**src/core/excitation_bias_regs.svh**
```systemverilog
/*
 Register offsets, field positions, reset values and decode codes for the
 excitation current and sensor bias configuration bank.
 Assumes a 32-bit APB slave where each register takes one aligned word.
*/
`ifndef EXCITATION_BIAS_REGS_SVH
`define EXCITATION_BIAS_REGS_SVH

// Register indices as printed, byte address is four times the index
`define MAG_CTRL_INDEX        8'h06
`define ROUTE_SELECT_INDEX    8'h07
`define BIAS_SELECT_INDEX     8'h08
`define MAG_CTRL_ADDR         12'h018
`define ROUTE_SELECT_ADDR     12'h01C
`define BIAS_SELECT_ADDR      12'h020

// Reset values
`define MAG_CTRL_RESET        8'h00
`define ROUTE_SELECT_RESET    8'hFF
`define BIAS_SELECT_RESET     8'h00

// Magnitude register fields
`define MAG_RAIL_MON_BIT      7
`define MAG_SWITCH_BIT        6
`define MAG_RSVD_MSB          5
`define MAG_RSVD_LSB          4
`define MAG_FIELD_MSB         3
`define MAG_FIELD_LSB         0

// Routing register fields
`define ROUTE_TWO_MSB         7
`define ROUTE_TWO_LSB         4
`define ROUTE_ONE_MSB         3
`define ROUTE_ONE_LSB         0

// Bias register fields
`define BIAS_LEVEL_BIT        7
`define BIAS_COMMON_BIT       6
`define BIAS_PINS_MSB         5
`define BIAS_PINS_LSB         0

// Magnitude codes and currents in microamps
`define MAG_CODE_OFF          4'h0
`define MAG_CODE_10UA         4'h1
`define MAG_CODE_100UA        4'h3
`define MAG_CODE_250UA        4'h4
`define MAG_CODE_500UA        4'h5
`define MAG_CODE_750UA        4'h6
`define MAG_CODE_1000UA       4'h7
`define MAG_CODE_1500UA       4'h8
`define MAG_CODE_2000UA       4'h9
`define CUR_OFF_UA            11'h000
`define CUR_10UA              11'h00A
`define CUR_100UA             11'h064
`define CUR_250UA             11'h0FA
`define CUR_500UA             11'h1F4
`define CUR_750UA             11'h2EE
`define CUR_1000UA            11'h3E8
`define CUR_1500UA            11'h5DC
`define CUR_2000UA            11'h7D0

// Routing codes
`define ROUTE_LAST_LOW_AIN    4'h5
`define ROUTE_AIN6_OR_REFP    4'h6
`define ROUTE_AIN7_OR_REFN    4'h7
`define ROUTE_LAST_WIDE_AIN   4'hB
`define ROUTE_COMMON          4'hC

`endif

```
**src/core/excitation_bias_pkg.sv**
```systemverilog
/*
 Types shared by the excitation and bias configuration bank.
 Assumes the constants header supplies all numeric values.
*/
package excitation_bias_pkg;

    // Pin set one excitation source may be routed to
    typedef struct packed {
        logic        common_analog_input;
        logic        second_ref_negative;
        logic        second_ref_positive;
        logic [11:0] analog_input;
    } route_pins_s;

    // Excitation source controls
    typedef struct packed {
        logic        rail_monitor_enable;
        logic        low_side_switch_close;
        logic [10:0] excitation_current_ua;
        logic        sources_on;
        route_pins_s excitation_source_one;
        route_pins_s excitation_source_two;
    } excitation_s;

    // Sensor bias controls
    typedef struct packed {
        logic       bias_level_select;
        logic       bias_on_common_input;
        logic [5:0] bias_on_input;
        logic       bias_generator_enable;
    } sensor_bias_s;

endpackage

```
**src/core/excitation_route_decode.sv**
```systemverilog
/*
 Decodes one four-bit routing nibble into a one-hot pin selection.
 Assumes a purely combinational use; the caller registers the nibble.
*/
`timescale 1ns/10ps
`default_nettype none
`include "excitation_bias_regs.svh"

module excitation_route_decode
    import excitation_bias_pkg::*;
(
    input  wire logic [3:0] route_code,    // Stored routing nibble
    input  wire logic       twelve_inputs, // Wide variant when high
    output route_pins_s     pins           // One-hot pin selection
);

    // Nibble to pin, six-input variant swaps 6/7 for second reference
    always_comb begin
        pins = '0;
        if (route_code <= `ROUTE_LAST_LOW_AIN) begin
            pins.analog_input[route_code] = 1'b1;
        end else if (route_code == `ROUTE_AIN6_OR_REFP) begin
            if (twelve_inputs) begin
                pins.analog_input[6] = 1'b1;
            end else begin
                pins.second_ref_positive = 1'b1;
            end
        end else if (route_code == `ROUTE_AIN7_OR_REFN) begin
            if (twelve_inputs) begin
                pins.analog_input[7] = 1'b1;
            end else begin
                pins.second_ref_negative = 1'b1;
            end
        end else if (route_code <= `ROUTE_LAST_WIDE_AIN) begin
            // Only the wide variant has inputs 8 to 11
            if (twelve_inputs) begin
                pins.analog_input[route_code] = 1'b1;
            end
        end else if (route_code == `ROUTE_COMMON) begin
            pins.common_analog_input = 1'b1;
        end
        // Codes above common leave the source disconnected
    end

endmodule // excitation_route_decode
`default_nettype wire

```
**src/core/excitation_bias_config_regs.sv**
```systemverilog
/*
 APB register bank for excitation current sources, low-side switch,
 rail monitor and sensor bias configuration, with decoded outputs.
 Registers (byte address, reset value):
   0x18 magnitude control, 00h
   0x1C route select, FFh
   0x20 sensor bias select, 00h
 Assumes a single clock domain, APB master on pclk, and a power-down
 level produced by logic on the same clock.
*/
// Chosen here: register access over APB.
// Behaviour
// - Magnitude bit 7 enables rail monitor
// - Magnitude bit 6 closes low-side switch
// - Power-down forces the low-side switch open
// - One magnitude field drives both sources
// - Codes 0,1,3,4: off,10,100,250 uA
// - Codes 5 to 9: 500 to 2000 uA
// - Codes 1010 to 1111 turn sources off
// - Upper route nibble picks source two pin
// - Lower route nibble picks source one pin
// - Codes 6,7: inputs or second reference
// - Codes 8 to 11: inputs, wide variant
// - Code 12 common, above disconnected, reset Fh
// - Bias register: level, common, six pin enables
// - Level bit: half or twelfth of rails
// - Each pin bias bit connects its pin
// - Bias generator off when no pin enabled

`timescale 1ns/10ps
`default_nettype none
`include "excitation_bias_regs.svh"

module excitation_bias_config_regs
    import excitation_bias_pkg::*;
#(
    parameter bit TWELVE_INPUTS = 1'b1  // Wide variant when set
) (
    input  wire logic        pclk,       // Register clock, 40 MHz
    input  wire logic        presetn,    // Asynchronous reset, low

    // APB slave port
    input  wire logic        psel,       // APB select
    input  wire logic        penable,    // APB access phase
    input  wire logic        pwrite,     // APB direction, high writes
    input  wire logic [11:0] paddr,      // APB byte address
    input  wire logic [31:0] pwdata,     // APB write data
    input  wire logic [3:0]  pstrb,      // APB write byte strobes
    output logic             pready,     // APB ready, never waits
    output logic [31:0]      prdata,     // APB read data, registered
    output logic             pslverr,    // APB error, unmapped address

    // Device side
    input  wire logic        power_down, // Device power-down level
    output excitation_s      excitation, // Excitation controls
    output sensor_bias_s     sensor_bias // Sensor bias controls
);

    // Stored register contents
    logic [7:0]  excitation_magnitude_ctrl_q; // Magnitude register
    logic [7:0]  excitation_route_select_q;   // Routing register
    logic [7:0]  sensor_bias_select_q;        // Bias register

    // Read path
    logic [31:0] prdata_q;                    // Captured read data
    logic [7:0]  read_byte_d;                 // Selected read byte

    // Bus phase decode
    logic        setup_phase;     // First cycle of a transfer
    logic        access_phase;    // Completing cycle

    // Address hits
    logic        hit_magnitude;   // Address matches magnitude reg
    logic        hit_route;       // Address matches routing reg
    logic        hit_bias;        // Address matches bias reg
    logic        addr_mapped;     // Any register matched
    logic        write_lane0;     // Write with low byte strobe set

    // Decoded per-source pins
    route_pins_s source_pins [2]; // Index 0 source one, 1 two
    logic [3:0]  route_nibble [2];// Routing nibble per source

    // Decoded current and derived controls
    logic [10:0] current_ua_d;    // Common current in microamps
    logic        switch_close_d;  // Switch after power-down gate

    // Bias side
    logic [5:0]  bias_pins;       // Per-input bias enables
    logic        bias_any_pin;    // Any pin has bias connected

    // Stray codes give no current, so a
    // bad write cannot over-excite a sensor
    // Code 0010 is unlisted and stays off
    // Magnitude code to common current value
    function automatic logic [10:0] magnitude_to_ua(
        input logic [3:0] code
    );
        logic [10:0] ua;

        ua = `CUR_OFF_UA;

        case (code)
            `MAG_CODE_OFF:    ua = `CUR_OFF_UA;
            `MAG_CODE_10UA:   ua = `CUR_10UA;
            `MAG_CODE_100UA:  ua = `CUR_100UA;
            `MAG_CODE_250UA:  ua = `CUR_250UA;

            `MAG_CODE_500UA:  ua = `CUR_500UA;
            `MAG_CODE_750UA:  ua = `CUR_750UA;
            `MAG_CODE_1000UA: ua = `CUR_1000UA;
            `MAG_CODE_1500UA: ua = `CUR_1500UA;
            `MAG_CODE_2000UA: ua = `CUR_2000UA;

            // Upper codes and the unlisted code stay off
            default:          ua = `CUR_OFF_UA;
        endcase
        return ua;
    endfunction

    // Setup then one access cycle; writes
    // land at the access edge
    // Transfer phases
    assign setup_phase  = psel & ~penable;
    assign access_phase = psel & penable;

    // Only byte zero of each word exists
    // Address decode against the word addresses
    assign hit_magnitude = (paddr == `MAG_CTRL_ADDR);
    assign hit_route     = (paddr == `ROUTE_SELECT_ADDR);
    assign hit_bias      = (paddr == `BIAS_SELECT_ADDR);
    assign addr_mapped   = hit_magnitude | hit_route | hit_bias;

    // No error for a clear strobe
    // Writes land only when the low byte lane is strobed
    assign write_lane0 = access_phase & pwrite & pstrb[0];

    // The bank never stalls the master
    // Zero wait states; errors only on unmapped access
    assign pready  = 1'b1;
    assign pslverr = access_phase & ~addr_mapped;
    assign prdata  = prdata_q;

    // Reserved pair forced to zero so a
    // careless write leaves no stale ones
    // Magnitude register, reserved bits never stored
    always_ff @(posedge pclk or negedge presetn) begin
        if (!presetn) begin
            excitation_magnitude_ctrl_q <= `MAG_CTRL_RESET;
        end else if (write_lane0 && hit_magnitude) begin
            // Rail monitor, switch and magnitude take the write
            excitation_magnitude_ctrl_q[`MAG_RAIL_MON_BIT] <=
                pwdata[`MAG_RAIL_MON_BIT];
            excitation_magnitude_ctrl_q[`MAG_SWITCH_BIT] <=
                pwdata[`MAG_SWITCH_BIT];
            excitation_magnitude_ctrl_q[`MAG_FIELD_MSB:`MAG_FIELD_LSB] <=
                pwdata[`MAG_FIELD_MSB:`MAG_FIELD_LSB];

            // Reserved pair held at zero whatever is written
            excitation_magnitude_ctrl_q[`MAG_RSVD_MSB:`MAG_RSVD_LSB] <=
                2'h0;
        end
    end

    // Sources stay off the pins until set
    // Routing register, both nibbles start disconnected
    always_ff @(posedge pclk or negedge presetn) begin
        if (!presetn) begin
            excitation_route_select_q <= `ROUTE_SELECT_RESET;
        end else if (write_lane0 && hit_route) begin
            // Whole byte is read/write
            excitation_route_select_q <= pwdata[7:0];
        end
    end

    // Nothing here clears by itself
    // Bias register, all eight bits read/write
    always_ff @(posedge pclk or negedge presetn) begin
        if (!presetn) begin
            sensor_bias_select_q <= `BIAS_SELECT_RESET;
        end else if (write_lane0 && hit_bias) begin
            // Level, common and pin enables stored as written
            sensor_bias_select_q <= pwdata[7:0];
        end
    end

    // Same decode as writes, so reads and
    // writes always agree on the register
    // Read byte multiplexer
    always_comb begin
        read_byte_d = 8'h00;
        if (hit_magnitude) begin
            // Reserved bits read back as zero
            read_byte_d = excitation_magnitude_ctrl_q;
            read_byte_d[`MAG_RSVD_MSB:`MAG_RSVD_LSB] = 2'h0;
        end else if (hit_route) begin
            read_byte_d = excitation_route_select_q;
        end else if (hit_bias) begin
            read_byte_d = sensor_bias_select_q;
        end

        // Unmapped addresses read zero
    end

    // Taken at setup so prdata is a flop
    // yet valid with zero wait states
    // Read data captured in setup, stable through access
    always_ff @(posedge pclk or negedge presetn) begin
        if (!presetn) begin
            prdata_q <= 32'h0000_0000;
        end else if (setup_phase && !pwrite) begin
            // Upper bits read as zero
            prdata_q <= {24'h00_0000, read_byte_d};
        end
    end

    // Low nibble is source one
    // Split the routing byte per source
    assign route_nibble[0] =
        excitation_route_select_q[`ROUTE_ONE_MSB:`ROUTE_ONE_LSB];

    assign route_nibble[1] =
        excitation_route_select_q[`ROUTE_TWO_MSB:`ROUTE_TWO_LSB];

    // The variant only changes codes 6-11
    // One decoder per excitation source
    for (genvar src = 0; src < 2; src++) begin : g_source
        // Same mapping for both nibbles
        excitation_route_decode u_decode (
            .route_code    (route_nibble[src]),
            .twelve_inputs (TWELVE_INPUTS),
            .pins          (source_pins[src])
        );
    end

    // Decoded from storage, not the bus
    // Common current for both sources
    assign current_ua_d = magnitude_to_ua(
        excitation_magnitude_ctrl_q[`MAG_FIELD_MSB:`MAG_FIELD_LSB]
    );

    // Gated on the output path, so the
    // stored bit reads back as written
    // Switch opens in power-down regardless of the stored bit
    assign switch_close_d =
        excitation_magnitude_ctrl_q[`MAG_SWITCH_BIT] &
        ~power_down;

    // Common input counts as a pin too
    // Bias pin enables and generator gate
    assign bias_pins = sensor_bias_select_q[`BIAS_PINS_MSB:`BIAS_PINS_LSB];
    assign bias_any_pin =
        (|bias_pins) |
        sensor_bias_select_q[`BIAS_COMMON_BIT];

    // One clock of latency keeps decode
    // glitches off the analog controls
    // Excitation outputs registered from stored fields
    always_ff @(posedge pclk or negedge presetn) begin
        if (!presetn) begin
            excitation <= '0;
            // Route nibbles at Fh decode to none
            excitation.excitation_source_one <= '0;
            excitation.excitation_source_two <= '0;
        end else begin
            // Rail monitor follows its bit directly
            excitation.rail_monitor_enable <=
                excitation_magnitude_ctrl_q[`MAG_RAIL_MON_BIT];

            // Switch drive with power-down override
            excitation.low_side_switch_close <= switch_close_d;

            // One value shared by both sources
            excitation.excitation_current_ua <= current_ua_d;
            excitation.sources_on <=
                (current_ua_d != `CUR_OFF_UA);

            // Pin selection per source
            excitation.excitation_source_one <= source_pins[0];
            excitation.excitation_source_two <= source_pins[1];
        end
    end

    // Same latency as the excitation side
    // Bias outputs registered from stored fields
    always_ff @(posedge pclk or negedge presetn) begin
        if (!presetn) begin
            sensor_bias <= '0;
        end else begin
            // Low selects half, high a twelfth of the rail sum
            sensor_bias.bias_level_select <=
                sensor_bias_select_q[`BIAS_LEVEL_BIT];

            // Each enabled pin connects independently
            sensor_bias.bias_on_common_input <=
                sensor_bias_select_q[`BIAS_COMMON_BIT];
            sensor_bias.bias_on_input <= bias_pins;

            // Generator idle when nothing is connected
            sensor_bias.bias_generator_enable <= bias_any_pin;
        end
    end

endmodule // excitation_bias_config_regs
`default_nettype wire

```
**config.mk**
```make
export PLATFORM = sky130hd
export DESIGN_NAME = excitation_bias_config_regs
export DESIGN_NICKNAME = d
export VERILOG_FILES = /design/src/core/excitation_bias_pkg.sv /design/src/core/excitation_route_decode.sv /design/src/core/excitation_bias_config_regs.sv
export VERILOG_INCLUDE_DIRS = /design/src /design/src/core
export SDC_FILE = /design/constraint.sdc
export NUM_CORES = 1
export LEC_CHECK = 0
export ABC_CLOCK_PERIOD_IN_PS = 2400
export BUFFER_PORTS_ARGS = -buffer_cell sky130_fd_sc_hd__clkbuf_2
export CAP_MARGIN = 20
export CORE_AREA = 5 5 124 126
export DETAILED_ROUTE_END_ITERATION = 8
export DIE_AREA = 0 0 129 131
export HOLD_SLACK_MARGIN = 0.05
export PLACE_DENSITY_LB_ADDON = 0.15
export REMOVE_ABC_BUFFERS = 1
export SYNTH_ARGS = -nofsm -noshare
export SYNTH_HDL_FRONTEND = slang
export SYNTH_HIERARCHICAL = 1
export SYNTH_SLANG_ARGS = --single-unit
```
**constraint.sdc**
```tcl
create_clock -name pclk -period 2.4 [get_ports pclk]
set_clock_uncertainty 0.05 [all_clocks]
set_input_delay 0.6 -clock pclk [delete_from_list [all_inputs] [get_ports pclk]]
set_output_delay 0.6 -clock pclk [all_outputs]
set_load 0.1 [all_outputs]
```
======== Word level (Yosys, flattened, before mapping) ========
Memories as Yosys holds them, arrays and structs flattened.
Index checks and enable logic that the tools add are counted.
cells by class
  $lt $le $gt $ge ......................... 8
  mux-type cells .......................... 33
  bitwise logic cells ..................... 12
  equal/unequal tests ..................... 9
  reduce and logical (&&, ||, !) cells .... 9
operators with widths
  kind                 number
  $mux 12              4
  $eq 12x5->1 const B  2
  $mux 8               3
  $eq 4x3->1 const B   4
  $mux 7               2
  $eq 12x6->1 const B  1
  $mux 1               12
  $mux 6               2
  $reduce_bool 11->1   1
  $lt 4x5->1 const B   2
  $mux 5               2
  $demux 1 s4          2
  $eq 4x4->1 const B   2
  $ge 4x1->1 const B   2
  $le 4x3->1 const B   2
  $le 4x4->1 const B   2
  $mux 4               2
  $and 1x1->1          6
  $logic_and 1x1->1    6
  $mux 3               2
  $reduce_or 6->1      1
  $mux 2               2
  $not 1->1            3
  $or 1x1->1           3
  $logic_not 1->1      1
storage, ports and cells
  bits in registers ....................... 83
  input port bits ......................... 54
  word-level logic and storage cells ...... 92
  bits in read-only memories .............. 160
  memories ................................ 1
  output and inout bits ................... 87
memories
  memory           words  width  read ports  clocked after memory_dff  write ports  line                                source
  (no name shown)  16     10     1           0                         0            excitation_bias_config_regs.sv:102  case (code)

======== Longest topological paths before layout ========
  depth in word-level cells ............... 8
  depth in mapped cells ................... 6
  mapped depth without buffers ............ 6

======== Hierarchy ========
The synthesis kept the hierarchy.
modules (own cells, without submodules)
  module                                           area each (µm²)  seq. area each (µm²)  instances  cells an instance
  excitation_bias_config_regs                      3,143.0          2,062.0               1          218
  excitation_route_decode at g_source[1].u_decode  155.1            0.0                   1          22
  excitation_route_decode at g_source[0].u_decode  150.1            0.0                   1          22

======== Least setup slack after synthesis ========
OpenSTA, ideal clock, no wires.
  path type ............................... input-to-output
  start ................................... in paddr[3]
  end ..................................... out pslverr
  data required time ...................... 1,750 ps
  stages on the path ...................... 3
  arrival time ............................ 2,582 ps
  setup slack ............................. -832 ps
  buffers on the path ..................... 0
  cells stage by stage .................... and3b_1 > or2_2 > a21oi_1
between the ends
  cells in the longest elaborated chain, start to end .. 5
  elaborated cells on any way between the ends .. 7
  classes of those cells .................. 3 x eq/ne; 4 x bitwise
ends and longest elaborated chain
  what                          line                                source
  start, declared               excitation_bias_config_regs.sv:46   input wire logic [11:0] paddr,
  $eq 12x5->1 (no source line)  n/a
  $or 1x1->1                    excitation_bias_config_regs.sv:131  assign addr_mapped = hit_magnitude | hit_route | hit_bias;
  $or 1x1->1 *                  excitation_bias_config_regs.sv:131
  $not 1->1 *                   excitation_bias_config_regs.sv:140  assign pslverr = access_phase & ~addr_mapped;
  $and 1x1->1 *                 excitation_bias_config_regs.sv:140
  end, declared                 excitation_bias_config_regs.sv:51   output logic pslverr,
Mark *: on every way between the ends. The rest lies on a longest branch, timed or not.

======== Worst setup path in the final report ========
  start ................................... in paddr[4]
  end ..................................... out pslverr
Same word-level chain as after synthesis.

==> impl_metrics.json <==
{
  "port_buffers": 87,
  "postPlaceCellArea_mm2": 0.00409,
  "leakagePower_uw": 0.00225,
  "grt_use_met1_pct": 13.8,
  "crit_slowest_cell": "or2_2",
  "routedWlPerCell_um": 14.7,
  "rsz0062_at_grt": "no",
  "cts_hold_buf": 0,
  "overflow": 0,
  "grt_use_met2_pct": 14.8,
  "grt_pass1_vias": 2294,
  "chipHeight_um": 131,
  "slew_headroom_pct": 62.1,
  "die_width_um": 129,
  "antenna_left": 0,
  "dieArea_mm2": 0.0169,
  "h-tree-depth": 3,
  "core_area_mm2": 0.0142,
  "postSynthAreaPerCell_um2": 13.2,
  "hpwl_mm": 5.99,
  "use_met3_pct": 3.37,
  "grt_pass1_wl_mm": 12.9,
  "setup_viol": 0,
  "worstSetupEndpointType": "output pin",
  "ir_drop_mv": 0.309,
  "ys_warn_count": 6,
  "drt-initial-drc-count": 78,
  "diodes": 0,
  "hold_class": "in2async",
  "ios": 141,
  "crit_chain": "clkbuf_2 > and3b_1 > or2_2 > a21oi_1 > buf_12",
  "grt_max_degree": 36,
  "grt.total_usage_pct": 10.0,
  "finalWirelength_mm": 8.24,
  "crit_required_ns": 1.75,
  "first_pass_iters": 4,
  "hold_violations": 0,
  "rows": 44,
  "grt.busiest_layer": "met2",
  "viasPerCell": 3.99,
  "tns_ns": 0,
  "design_area_mm2": 0.00440,
  "status": "finished, final reports clean",
  "antenna_found_initial": 0,
  "drv_cap": 0,
  "path_clk_slew_ns": 0.06,
  "vias": 2229,
  "finalWorstPathRequiredPeriod_ns": 2.33,
  "synth_seq_cells": 82,
  "path_class": "in2out",
  "worstPathMaxFanout": 3,
  "initial_utilization_pct": 24.3,
  "slew_violations": 0,
  "drive_gt1_share_pct": 43.2,
  "cts_resized": 0,
  "p_per_area_mw_per_mm2": 695,
  "max_stage_delay_ns": 0.29,
  "min_period_over_period_pct": 97.1,
  "startpoint_type": "input port",
  "synthToLayoutAreaGrowth_pct": 27.6,
  "netlist_area_mm2": 0.00345,
  "syn_inst": 262,
  "cts_setup_buffers": 0,
  "fin_nets": 428,
  "max_freq_mhz": 429,
  "cts.path.max_buffers": 2,
  "cts_tree": "done",
  "clk_root_buffer_cell": "clkbuf_16",
  "clock_latency_ns": 0.33,
  "arrival_ns": 1.68,
  "route.detailed.drc": 0,
  "cts.sinks": 82,
  "cts_buffers": 9,
  "place_congestion": 0.731,
  "worstMarginPinSlew_ns": 0.570,
  "ys_seq_area_share_pct": 59.8,
  "yosysUniqueCellTypes": 44
}
[placed cells by master (no fill, tap or decap), types with 2 or more instances in the layout]
master / count
clkbuf_2: 85
dfrtp_1: 74
conb_1: 34
nor2_1: 22
nand2_1: 14
mux2_2: 14
nor3_1: 10
clkbuf_16: 9
buf_4: 9
mux2_4: 8
dfstp_2: 8
nor3_2: 8
nand2b_1: 7
a22oi_1: 7
a221o_1: 5
nor4_1: 4
nand3_1: 4
ha_1: 4
inv_1: 3
nor2b_1: 3
o21ai_0: 3
a21oi_1: 3
a22o_1: 2
mux2i_1: 2
nor4_2: 2
o31ai_1: 2
clkbuf_8: 2
clkinvlp_4: 2
nand3b_4: 2
nand2b_4: 2
nand3b_1: 2
buf_12: 2
[critical path, delay by kind of cell]
family                 cells  cell delay, ns
AOI/OAI and AO/OA          1            0.27
buffers and inverters      2            0.33
and+or+nand+nor            2            0.47
[through the flow]
| step | total power, uW | worst slack (ns) | util (%) | instances | hold slack, ns |
|---|---|---|---|---|---|
| finish | 3060 | 0.0684 | 31.0 | 559 | 0.110 |
| global route | 3190 | 0.0155 | 31.0 | 559 | 0.120 |
| CTS | 3110 | 0.0580 | 31.0 | 559 | 0.111 |
| detailed placement | 1690 | 0.0755 | 28.8 | 543 | 0.363 |
| global placement | 1690 | 0.101 | 28.8 | 543 | 0.360 |
| floorplan | 1610 | -0.832 | - | 263 | 0.254 |
[synth_stat cells, drive strengths merged]
cell    number  area (um2)
a21oi        3        15.0
ha           4        50.1
nand3        6        47.6
dfstp        8         210
a22oi        7        52.6
and4b        1        10.0
or2          1        6.26
mux2        22         278
nand3b       4        55.1
nor2b        3        18.8
and3b        1        8.76
nand4        1        6.26
nor3        18         130
nor4         6        50.0
nor3b        1        7.51
clkbuf       3        11.3
o31ai        2        15.0
nor2        22        82.6
and2b        1        7.51
dfrtp       74        1850
nor4b        1        23.8
and2         1        6.26
nand2b      10        80.1
mux2i        2        20.0
o21ai        3        15.0
buf         28         226
and3         1        11.3
nand2       15        58.8
o22ai        1        6.26
inv          3        11.3
a221o        5        50.1
a22o         2        17.5
conb         2        7.51
[sequential cells by signal, indices dropped and copies added (netlist names)]
signal	cells
sensor_bias	9
excitation	43
sensor_bias_select_q	8
excitation_route_select_q	8
prdata	8
excitation_magnitude_ctrl_q	6
[power by group]
part	internal, uW	leakage, uW	switching [uW]
clock	861	0.000145	534
sequential	1380	0.00111	0.721
combinational	34.0	0.00100	245
[cell families after synthesis]
logic type,after synthesis,share of synthesized area [%]
and+or+nand+nor,93,17.7
DFF,82,59.8
buffers and inverters,34,7.22
muxes,24,8.64
AOI/OAI and AO/OA,23,4.97
adders and majority gates,4,1.45
other,2,0.218
[layout make-up]
cell class	count	area, um2
fillers	1494	9800
flip-flops and latches	82	2060
multi-input cells	178	1260
repair buffers	96	533
clock buffers	12	256
well taps	184	230
clock inverters	4	50.0
inverters	3	11.3
[worst paths after layout]
check                           cells past startpoint                  endpoint  slack (ns)                                        from
worst max-delay path                                5                   pslverr        0.07                                    paddr[4]
worst min register to register                      0  excitation[43]$_DFF_PN0_        0.37  excitation_magnitude_ctrl_q[7]$_DFFE_PN0P_
max in group asynchronous                           2  sensor_bias[0]$_DFF_PN0_        1.54                                     presetn
worst max register to register                      6  excitation[30]$_DFF_PN0_        0.85  excitation_magnitude_ctrl_q[1]$_DFFE_PN0P_
worst min-delay path                                1  excitation[33]$_DFF_PN0_        0.11                                     presetn
min in group pclk                                   0  excitation[43]$_DFF_PN0_        0.37  excitation_magnitude_ctrl_q[7]$_DFFE_PN0P_
[layer usage]
metal / part of all wire, % / up-vias
li1: - / 1070
met1: 47 / 1074
met2: 43 / 78
met3: 7.8 / 7
met4: 1.6 / 0
met5: 0 / -
No activity file was read; power rests on OpenSTA's default activity.
